## src/hdl/mir_pkg.sv

```systemverilog
// Shared constants for the move and interrupt-return decode block
package mir_pkg;

    // ------------------------------------------------------------------
    // Instruction word layout
    // ------------------------------------------------------------------
    localparam int INSTR_W = 14;
    localparam int ADDR_W = 7;
    localparam int DATA_W = 8;
    localparam int ADDR_LSB = 0;

    // ------------------------------------------------------------------
    // Opcode patterns: a word matches when (word & mask) == value
    // ------------------------------------------------------------------
    localparam logic [13:0] MOVE_MASK = 14'h3F80;
    localparam logic [13:0] MOVE_VALUE = 14'h0080;
    localparam logic [13:0] IDLE_MASK = 14'h3F9F;
    localparam logic [13:0] IDLE_VALUE = 14'h0000;
    localparam logic [13:0] RET_MASK = 14'h3FFF;
    localparam logic [13:0] RET_VALUE = 14'h0009;

    // ------------------------------------------------------------------
    // Interrupt control and timing
    // ------------------------------------------------------------------
    localparam int INT_ENABLE_POS = 7;
    localparam int MOVE_CYCLES = 1;
    localparam int IDLE_CYCLES = 1;
    localparam int RET_CYCLES = 2;

    // ------------------------------------------------------------------
    // Reset values
    // ------------------------------------------------------------------
    localparam logic RESET_READY = 1'b1;
    localparam logic RESET_PULSE = 1'b0;

    // Execution sequencer states
    typedef enum logic {
        MIR_ST_FIRST,
        MIR_ST_SECOND
    } mir_state_t;

endpackage : mir_pkg

```

## src/hdl/mir_exec.sv

```systemverilog
// Execution sequencer for the move, idle and interrupt-return instructions
//
// Summary of operation
// - Move accumulator into addressed file register, one cycle
// - Interrupt return pops stack into program counter
// - Interrupt return sets global interrupt enable bit
// - Interrupt return occupies two instruction cycles
`timescale 1ns/10ps
module mir_exec #(
    parameter int PC_W = 13
) (
    input wire logic i_clk,
    input wire logic i_arst_n,
    input wire logic i_instr_valid,
    input wire logic [13:0] i_instr,
    input wire logic [7:0] i_w,
    input wire logic [PC_W-1:0] i_stack_top,
    output logic o_ready,
    output logic o_file_we,
    output logic [6:0] o_file_addr,
    output logic [7:0] o_file_wdata,
    output logic o_stack_pop,
    output logic o_pc_load,
    output logic [PC_W-1:0] o_pc_value,
    output logic o_pc_inc,
    output logic o_int_en_set,
    output logic o_unhandled
);

    // ------------------------------------------------------------------
    // Elaboration checks
    // ------------------------------------------------------------------
    // Counter narrower than 9 bits cannot address the smallest program store
    if (PC_W < 9 || PC_W > 16) begin : g_pc_w_check
        $error("mir_exec: PC_W must lie between 9 and 16");
    end

    // ------------------------------------------------------------------
    // Decode
    // ------------------------------------------------------------------
    logic dec_move;
    logic dec_idle;
    logic dec_ret;
    logic dec_other;
    logic [6:0] dec_addr;

    mir_decode u_decode (
        .i_instr(i_instr),
        .o_is_move(dec_move),
        .o_is_idle(dec_idle),
        .o_is_ret(dec_ret),
        .o_is_other(dec_other),
        .o_file_addr(dec_addr)
    );

    // ------------------------------------------------------------------
    // Acceptance and next values
    // ------------------------------------------------------------------
    mir_pkg::mir_state_t state_reg;
    mir_pkg::mir_state_t state_next;
    logic ready_reg;
    logic ready_next;
    logic file_we_reg;
    logic [6:0] file_addr_reg;
    logic [7:0] file_wdata_reg;
    logic stack_pop_reg;
    logic pc_load_reg;
    logic [PC_W-1:0] pc_value_reg;
    logic pc_inc_reg;
    logic int_en_set_reg;
    logic unhandled_reg;

    // A word is taken only while no second cycle is pending
    wire logic accept;
    wire logic take_move;
    wire logic take_idle;
    wire logic take_ret;
    wire logic take_other;

    assign accept = i_instr_valid && ready_reg;
    assign take_move = accept && dec_move;
    assign take_idle = accept && dec_idle;
    assign take_ret = accept && dec_ret;
    assign take_other = accept && dec_other;

    // Sequencer: only the return needs a second cycle
    always_comb begin
        state_next = state_reg;
        ready_next = ready_reg;
        unique case (state_reg)
            mir_pkg::MIR_ST_FIRST: begin
                if (take_ret) begin
                    state_next = mir_pkg::MIR_ST_SECOND;
                    ready_next = 1'b0;
                end
            end
            mir_pkg::MIR_ST_SECOND: begin
                state_next = mir_pkg::MIR_ST_FIRST;
                ready_next = 1'b1;
            end
        endcase
    end

    // ------------------------------------------------------------------
    // Registers
    // ------------------------------------------------------------------
    // Sequencer state
    always_ff @(posedge i_clk or negedge i_arst_n) begin
        if (!i_arst_n) begin
            state_reg <= mir_pkg::MIR_ST_FIRST;
            ready_reg <= mir_pkg::RESET_READY;
        end else begin
            state_reg <= state_next;
            ready_reg <= ready_next;
        end
    end

    // One-cycle command pulses; no status flag port exists, so none can change
    always_ff @(posedge i_clk or negedge i_arst_n) begin
        if (!i_arst_n) begin
            file_we_reg <= mir_pkg::RESET_PULSE;
            stack_pop_reg <= mir_pkg::RESET_PULSE;
            pc_load_reg <= mir_pkg::RESET_PULSE;
            pc_inc_reg <= mir_pkg::RESET_PULSE;
            int_en_set_reg <= mir_pkg::RESET_PULSE;
            unhandled_reg <= mir_pkg::RESET_PULSE;
        end else begin
            file_we_reg <= take_move;
            stack_pop_reg <= take_ret;
            pc_load_reg <= take_ret;
            pc_inc_reg <= take_move || take_idle;
            int_en_set_reg <= take_ret;
            unhandled_reg <= take_other;
        end
    end

    // Data fields load only with their command, so they hold between uses
    always_ff @(posedge i_clk or negedge i_arst_n) begin
        if (!i_arst_n) begin
            file_addr_reg <= '0;
            file_wdata_reg <= '0;
            pc_value_reg <= '0;
        end else begin
            if (take_move) begin
                file_addr_reg <= dec_addr;
                file_wdata_reg <= i_w;
            end
            if (take_ret) begin
                pc_value_reg <= i_stack_top;
            end
        end
    end

    // ------------------------------------------------------------------
    // Outputs
    // ------------------------------------------------------------------
    assign o_ready = ready_reg;
    assign o_file_we = file_we_reg;
    assign o_file_addr = file_addr_reg;
    assign o_file_wdata = file_wdata_reg;
    assign o_stack_pop = stack_pop_reg;
    assign o_pc_load = pc_load_reg;
    assign o_pc_value = pc_value_reg;
    assign o_pc_inc = pc_inc_reg;
    assign o_int_en_set = int_en_set_reg;
    assign o_unhandled = unhandled_reg;
endmodule : mir_exec

```

## src/hdl/mir_decode.sv

```systemverilog
// Combinational opcode decoder for the move, idle and interrupt-return group
`timescale 1ns/10ps
module mir_decode (
    input wire logic [13:0] i_instr,
    output logic o_is_move,
    output logic o_is_idle,
    output logic o_is_ret,
    output logic o_is_other,
    output logic [6:0] o_file_addr
);

    // ------------------------------------------------------------------
    // Pattern match
    // ------------------------------------------------------------------
    // Masks drop the address field and the two free bits of the idle word
    wire logic move_hit;
    wire logic idle_hit;
    wire logic ret_hit;

    assign move_hit = (i_instr & mir_pkg::MOVE_MASK) == mir_pkg::MOVE_VALUE;
    assign idle_hit = (i_instr & mir_pkg::IDLE_MASK) == mir_pkg::IDLE_VALUE;
    assign ret_hit = (i_instr & mir_pkg::RET_MASK) == mir_pkg::RET_VALUE;

    // Outputs; patterns are disjoint so no priority is needed
    assign o_is_move = move_hit;
    assign o_is_idle = idle_hit;
    assign o_is_ret = ret_hit;
    assign o_is_other = !(move_hit || idle_hit || ret_hit);
    assign o_file_addr = i_instr[mir_pkg::ADDR_LSB +: mir_pkg::ADDR_W];

endmodule : mir_decode

```

## config.mk

```make
export PLATFORM = sky130hd
export DESIGN_NAME = mir_exec
export DESIGN_NICKNAME = d
export VERILOG_FILES = /design/src/hdl/mir_pkg.sv /design/src/hdl/mir_exec.sv /design/src/hdl/mir_decode.sv
export SDC_FILE = /design/constraint.sdc
export NUM_CORES = 1
export LEC_CHECK = 0
export BUFFER_PORTS_ARGS = -buffer_cell sky130_fd_sc_hd__buf_2
export CAP_MARGIN = 20
export CORE_ASPECT_RATIO = 0.6
export CORE_MARGIN = 2
export CORE_UTILIZATION = 25
export DETAILED_ROUTE_END_ITERATION = 16
export PLACE_DENSITY = 0.58
export SYNTH_ARGS = -nofsm -noshare
export SYNTH_HDL_FRONTEND = slang
export SYNTH_SLANG_ARGS = --single-unit
```

## constraint.sdc

```tcl
create_clock -name i_clk -period 4.85 [get_ports i_clk]
set_clock_uncertainty 0.1 [all_clocks]
set_input_delay 0 -clock i_clk [delete_from_list [all_inputs] [get_ports i_clk]]
set_output_delay 0 -clock i_clk [all_outputs]
set_load 0.01 [all_outputs]
```

==> flow_summary.toml, run 1 <==
[drt]
firstDrtPassIters = 3
drc = 0
num_vias = 1143
antenna_left = 0
drt_iter0_markers = 9
vias_per_cell = 4.10
wl_per_cell_um = 13.6
drt-total-wl_um = 3780

[floorplanning]
die_h_um = 63.5
num_rows = 21
start_util_pct = 26.2
dieArea_um2 = 6550
fp.dieW_um = 103
coreArea_um2 = 5620
io_pins = 73

[cts]
cts_made_buffers = 5
tritoncts = "done"
clock_sinks = 34
cts_root_buf = "clkbuf_8"
path_clk_slew_ps = 70
post_cts_buffers = 0
clock_latency_ps = 280
htreeDepth = 2
clock_path_buffers = 2

[global_route]
grt_pass1_wl_um = 5730
overflow = 0
grt_usage_pct = 11.8
grt_max_degree = 35
grt_pass1_vias = 1197
antenna_found_initial = 0

[sta]
hold_viol = 0
setup_viol = 0
worst_pin_slew_ps = 827
rsz0062_at_grt = "false"
slew_headroom_pct = 44.9
setup_tns_ps = 0
hold_ws_ps = 14.0
fmax_mhz = 451
period_needed_ps = 2220
maxSlewViolCount = 0
finalCritPeriodShare_pct = 45.7

[placement]
place_congestion = 0.692
numPortBuffers = 72
hpwlAfterDp_um = 2580

[finish]
antenna-diode-count = 0
syn2layout_area_growth_pct = 56.3
seq_area_um2 = 852
drive_gt1_share_pct = 56.8
largest_reg_flops = 13
n_fill_cell = 549
multi_input_area_um2 = 562
final_nets = 236

[synth]
synth_top_cell_by_area = "dfrtp_1"
yosys_most_used_dff = "dfrtp_1"
syn_avg_cell_area_um2 = 16.0
synth_warnings = 0
synth_top_area_share_pct = 56.0
yosysSeqAreaShare_pct = 57.8
synth_commonest_cells = "33 x dfrtp_1, 20 x mux2_4, 8 x mux2_2"
synth_cell_type_count = 26
yosysMostFrequentCell = "dfrtp_1"
async_reset_ff_share_pct = 100
synth_area_leaders = "dfrtp_1 56%, mux2_4 20%, mux2_2 6.1%, dfstp_2 1.8%, buf_6 1.5%"
synth_edf_count = 0
synth_area_um2 = 1480
synth_fp_nets = 130
syn_inst = 92
ys_seq_elements = 34

[critical_path]
critical_path_buf_inv_count = 3
cp_max_fo = 13
crit_path_end_kind = "flip-flop"
crit_type = "input port to flip-flop"
r2r_slack_ps = 2780
start_kind = "input port"
cp.depth = 6
max_stage_delay_ps = 720
critPathRequiredTime_ps = 4920
cp_top_family = "buffers and inverters"
worstRegToRegCells = 3
worstPathCellList = "dlygate4sd3_1 > buf_2 > or4b_2 > nor4_4 > buf_4 > mux2_2"
slowest_stage = "or4b_2"
arrival_ps = 2290

[pwr]
power_density_nw_per_um2 = 250
p_leak_uw = 0.00126
vdd_drop_max_mv = 0.0878

[job]
max_cap_violations = 0

[run_status]
status = "finished clean"

[worst_hold_path]
holdPathStages = 4
hold_class = "input port to flip-flop"
## power breakdown
| group | internal (uW) | leakage [uW] | switching, uW |
|---|---|---|---|
| Sequential | 283 | 0.000472 | 0 |
| Combinational | 29.4 | 0.000735 | 19.3 |
| Clock | 143 | 0.0000575 | 102 |
## layer usage
metal	vias to the layer above	GRT usage, %	wire (um)
met5	-	0	0
met2	47	17.8	1600
met3	3	4.55	251
met4	0	3.45	21
li1	544	-	-
met1	549	15.6	1910
## cells in the final DEF, fill, tap and decap left out, types with 2 or more instances in the layout
master         Yosys  layout
buf_2              0      72
dlygate4sd3_1      0      31
dfrtp_1           33      33
mux2_4            20      20
mux2_2             8       8
clkbuf_8           0       8
nor2_1             6       6
nor3_1             2       2
## tightest hold or removal path, cell delays in order
cell and delay [ps]:
buf_2 90, nor2_1 40, nand2_1 70, o32a_1 160
## cell families (layout without fill, tap and decap cells)
logic type,count (synthesis),count (layout),synth area share (%)
DFF,34,34,57.8
and+or+nand+nor,20,20,9.42
buffers and inverters,6,113,4.16
muxes,28,28,26.5
AOI/OAI and AO/OA,4,4,2.21
## timing repair
| item | CTS | global route |
|---|---|---|
| hold buffers | 31 | 0 |
| endpoints found under the hold margin | 67 | 0 |
| resized for setup | 0 | 0 |
## per-stage QoR
| step | total power (uW) | area (um^2) | setup WS (ps) | std cells | utilization, % |
|---|---|---|---|---|---|
| detailed placement | 319 | 1890 | 2770 | 240 | 33.5 |
| finish | 577 | 2310 | 2630 | 279 | 41.0 |
| floorplan | 294 | 1480 | 3000 | 92 | - |
| CTS | 587 | 2310 | 2640 | 279 | 41.0 |
| global placement | 319 | 1890 | 2800 | 240 | 33.5 |
| global route | 606 | 2310 | 2570 | 279 | 41.0 |
## path summary, 6_finish.rpt
| kind | endpoint | startpoint |
|---|---|---|
| min in group asynchronous | o_file_addr[4] | i_arst_n |
| setup reg to reg | o_file_wdata[5] | o_ready |
| hold / removal | o_ready | i_instr[12] |
| setup / recovery | o_pc_value[12] | i_instr[2] |
| hold reg to reg | state_reg | state_reg |
| max in group asynchronous | state_reg | i_arst_n |
## final cells by class
class / count / share of cell area (%)
Sequential cell: 34 / 37.0
Clock buffer: 8 / 4.77
Timing Repair Buffer: 104 / 29.4
Tap cell: 80 / 4.34
Multi-Input combinational cell: 52 / 24.4
Inverter: 1 / 0.163
Power figures use the tool's default switching activity.
==> inputs of run 2 (changes only) <==
PLACE_DENSITY = 0.6   (was 0.58)
clock period = 1.9 ns   (was 4.85 ns; I/O delays follow)
==> flow_summary.toml, run 2 (synthesis gave the netlist of run 1 again) <==
[finish]
layout_common_cells = "72 x buf_2, 37 x dlygate4sd3_1, 33 x dfrtp_1, 20 x mux2_4, 8 x mux2_2"
final_common_cell = "buf_2"
syn2layout_area_growth_pct = 63.4
final_nets = 247
largest_reg_flops = 13
n_fill_cell = 569
post-route-util_pct = 42.9
drive_gt1_share_pct = 56.7
antenna-diode-count = 0

[critical_path]
worstRegToRegCells = 5
r2r_end = "o_pc_value[10]"
start_kind = "flip-flop"
arrival_ps = 1880
worstReg2RegStart = "o_ready"
cp_max_fo = 13
crit_path_end_kind = "flip-flop"
r2r_slack_ps = 80
critPathRequiredTime_ps = 1960
max_stage_delay_ps = 570
slowest_stage = "dfstp_2"
worstPathCellList = "nand4bb_1 > buf_4 > nor4_4 > buf_12 > mux2_2"
crit_type = "flip-flop to flip-flop"

[floorplanning]
coreArea_um2 = 5620
die_h_um = 63.5
num_rows = 21
fp.dieW_um = 103
dieArea_um2 = 6550
io_pins = 73
start_util_pct = 26.2

[drt]
firstDrtPassIters = 4
vias_per_cell = 4.17
num_vias = 1209
wl_per_cell_um = 13.6
drt-total-wl_um = 3940
drt_iter0_markers = 34
antenna_left = 0
drc = 0

[sta]
finalCritPeriodShare_pct = 95.7
rsz0062_at_grt = "false"
setup_viol = 0
worst_pin_slew_ps = 752
setup_tns_ps = 0
fmax_mhz = 550
slew_headroom_pct = 49.8
period_needed_ps = 1820
hold_viol = 0
maxSlewViolCount = 0

[placement]
place_congestion = 0.746
numPortBuffers = 72
hpwlAfterDp_um = 2540

[global_route]
grt_pass1_wl_um = 6290
overflow = 0
grt_max_degree = 35
antenna_found_initial = 0
grt_pass1_vias = 1355
grt_usage_pct = 12.7

[cts]
cts_root_buf = "clkbuf_8"
clock_latency_ps = 280
clock_sinks = 34
cts_made_buffers = 5
clock_path_buffers = 2
tritoncts = "done"
path_clk_slew_ps = 70
htreeDepth = 2
post_cts_buffers = 0

[pwr]
vdd_drop_max_mv = 0.252
switchingPower_uw = 339
power_uw = 1450
p_int_uw = 1110
p_clk_share_pct = 40.5
swShare_pct = 23.4
combPwrFrac_pct = 9.5
power_density_nw_per_um2 = 600
p_leak_uw = 0.00131
p_seq_share_pct = 50.0

[worst_hold_path]
holdPathEnd = "o_int_en_set"
hold_start = "i_instr[5]"
holdPathStages = 4
hold_class = "input port to flip-flop"

[job]
max_cap_violations = 0

[run_status]
status = "finished clean"
## run 2: worst max-delay path by stage
stage / start / to / slack, ps / cells after the start
after floorplan: o_ready / o_file_addr[0] / 50 / 5
after global placement: i_instr[2] / o_pc_value[10] / 30 / 5
after detailed placement: i_instr[2] / o_pc_value[10] / 6 / 5
after CTS: o_ready / o_pc_value[10] / 90 / 5
after global routing: o_ready / o_pc_value[10] / 30 / 5
final: o_ready / o_pc_value[10] / 80 / 5
## run 2: area by class of cell
cell class                      instances  area, um^2  share of cell area [%]
Sequential cell                        34         852                    35.3
Multi-Input combinational cell         52         568                    23.6
Clock buffer                            6        82.6                    3.43
Inverter                                1        3.75                   0.156
Clock inverter                          2        16.3                   0.675
Tap cell                               80         100                    4.15
Timing Repair Buffer                  115         788                    32.7
## run 2: layer usage
metal | GRT usage [%] | vias up | wire (um) | part of all wire (%)
met1 | 15.0 | 594 | 1700 | 43
met3 | 4.11 | 10 | 191 | 4.8
met4 | 5.76 | 0 | 80 | 2.0
met5 | 0 | - | 0 | 0
li1 | - | 567 | - | -
met2 | 21.0 | 38 | 1970 | 50
## run 2: critical path, delay by kind of cell (launching register included)
kind,cells,cell delay [ps]
flip-flops,1,570
multiplexers,1,340
buffers and inverters,2,370
AND/OR/NAND/NOR,2,320
## run 2: repair_timing
action	in CTS	in global routing
endpoints found under the hold margin	66	0
hold buffers	37	0
endpoints found under the setup margin	0	1
gates resized for setup	0	1
## run 2: stage by stage
| step | instance area [um^2] | hold slack (ps) | std cells | setup slack (ps) |
|---|---|---|---|---|
| 6_report | 2410 | 15.0 | 290 | 82.0 |
| 5_1_grt | 2410 | 32.9 | 290 | 28.1 |
| 4_1_cts | 2400 | 2.89 | 290 | 90.8 |
| 3_5_place_dp | 1940 | 17.8 | 245 | 6.43 |
| 3_3_place_gp | 1940 | 18.6 | 245 | 29.7 |
| 2_1_floorplan | 1480 | -396 | 92 | 46.4 |
## run 2: power by group through the flow
stage / sequential, uW / combinational (uW) / clock, uW
6_report: 723 / 138 / 585
5_1_grt: 723 / 152 / 649
4_1_cts: 723 / 136 / 607
3_5_place_dp: 737 / 78.3 / 0
3_3_place_gp: 737 / 76.5 / 0
2_1_floorplan: 738 / 11.9 / 0
==> inputs of run 3 (changes only) <==
RECOVER_POWER = 25   (was unset)
==> flow_summary.toml, run 3 (synthesis gave the netlist of run 1 again) <==
[finish]
drive_gt1_share_pct = 44.8
final_common_cell = "buf_2"
largest_reg_flops = 13
syn2layout_area_growth_pct = 61.3
final_nets = 247
layout_common_cells = "47 x buf_2, 37 x dlygate4sd3_1, 33 x dfrtp_1, 25 x clkbuf_1, 20 x mux2_4"
final_cell_area_um2 = 2380
seq_area_um2 = 852
n_fill_cell = 580
multi_input_area_um2 = 568
antenna-diode-count = 0

[sta]
setup_tns_ps = 0
setup_viol = 0
fmax_mhz = 550
period_needed_ps = 1820
rsz0062_at_grt = "false"
finalCritPeriodShare_pct = 95.7
hold_ws_ps = 15.6
maxSlewViolCount = 0
worst_pin_slew_ps = 752
slew_headroom_pct = 49.9
hold_viol = 0

[drt]
drc = 0
drt_iter0_markers = 29
firstDrtPassIters = 4
wl_per_cell_um = 13.6
vias_per_cell = 4.18
drt-total-wl_um = 3950
num_vias = 1212
antenna_left = 0

[pwr]
vdd_drop_max_mv = 0.253
power_density_nw_per_um2 = 608
p_leak_uw = 0.00120
power_uw = 1450

[cts]
path_clk_slew_ps = 70
post_cts_buffers = 0
tritoncts = "done"
cts_root_buf = "clkbuf_8"
clock_path_buffers = 2
clock_sinks = 34
htreeDepth = 2
clock_latency_ps = 280
cts_made_buffers = 5

[floorplanning]
start_util_pct = 26.2
num_rows = 21
coreArea_um2 = 5620
dieArea_um2 = 6550
io_pins = 73
die_h_um = 63.5
fp.dieW_um = 103

[critical_path]
crit_path_end_kind = "flip-flop"
arrival_ps = 1880
crit_type = "flip-flop to flip-flop"
critPathRequiredTime_ps = 1960
max_stage_delay_ps = 570
cp_max_fo = 13
start_kind = "flip-flop"
worstPathCellList = "nand4bb_1 > buf_4 > nor4_4 > buf_12 > mux2_2"
slowest_stage = "dfstp_2"

[worst_hold_path]
hold_class = "input port to flip-flop"

[job]
max_cap_violations = 0

[global_route]
overflow = 0
grt_max_degree = 35
grt_pass1_wl_um = 6290
antenna_found_initial = 0
grt_pass1_vias = 1355
grt_usage_pct = 12.7

[placement]
placed_area_um2 = 1940
hpwlAfterDp_um = 2540
place_congestion = 0.746
numPortBuffers = 72

[run_status]
status = "finished clean"
run 3: power breakdown:
part / total [uW] / leakage, uW / switching (uW) / internal [uW]
Combinational: 138 / 0.000678 / 52.3 / 85.8
Clock: 585 / 0.0000478 / 287 / 298
Sequential: 723 / 0.000472 / 0 / 723
run 3: layout make-up:
type / count / share of cell area (%)
sequential: 34 / 35.8
timing repair buffer: 115 / 31.8
multi-input combinational: 52 / 23.9
tap: 80 / 4.21
clock buffer: 6 / 3.47
clock inverter: 2 / 0.683
inverter: 1 / 0.158
run 3: worst paths after layout:
path                                 start              to  slack (ps)  cells after the start
worst max register to register     o_ready  o_pc_value[10]          80                      5
max in group asynchronous         i_arst_n       state_reg         980                      2
worst min-delay path            i_instr[5]    o_int_en_set          20                      4
min in group asynchronous         i_arst_n   o_pc_value[9]         230                      2
worst min register to register   state_reg       state_reg         380                      1
worst max-delay path               o_ready  o_pc_value[10]          80                      5
run 3: critical path, delay by kind of cell (launching register included):
kind          cells  cell delay (ps)
flops             1              570
mux               1              340
buf+inv           2              370
simple gates      2              320
run 3: stage by stage:
| step | utilization, % | instances | setup slack (ps) |
|---|---|---|---|
| 2_1_floorplan | - | 92 | 46.4 |
| 3_3_place_gp | 34.4 | 245 | 29.7 |
| 3_5_place_dp | 34.4 | 245 | 6.43 |
| 4_1_cts | 42.8 | 290 | 90.8 |
| 5_1_grt | 42.3 | 290 | 28.1 |
| 6_report | 42.3 | 290 | 80.9 |
run 3: repair_timing:
item	in CTS	in global routing
endpoints found under the hold margin	66	0
resized for setup	0	1
hold buffers	37	0
setup endpoints to repair	0	1
run 3: per-layer routing:
layer / vias up / global-route usage (%) / wire length, um
li1: 568 / - / -
met1: 596 / 15.0 / 1720
met2: 38 / 21.0 / 1960
met3: 10 / 4.11 / 194
met4: 0 / 5.76 / 80
met5: - / 0 / 0
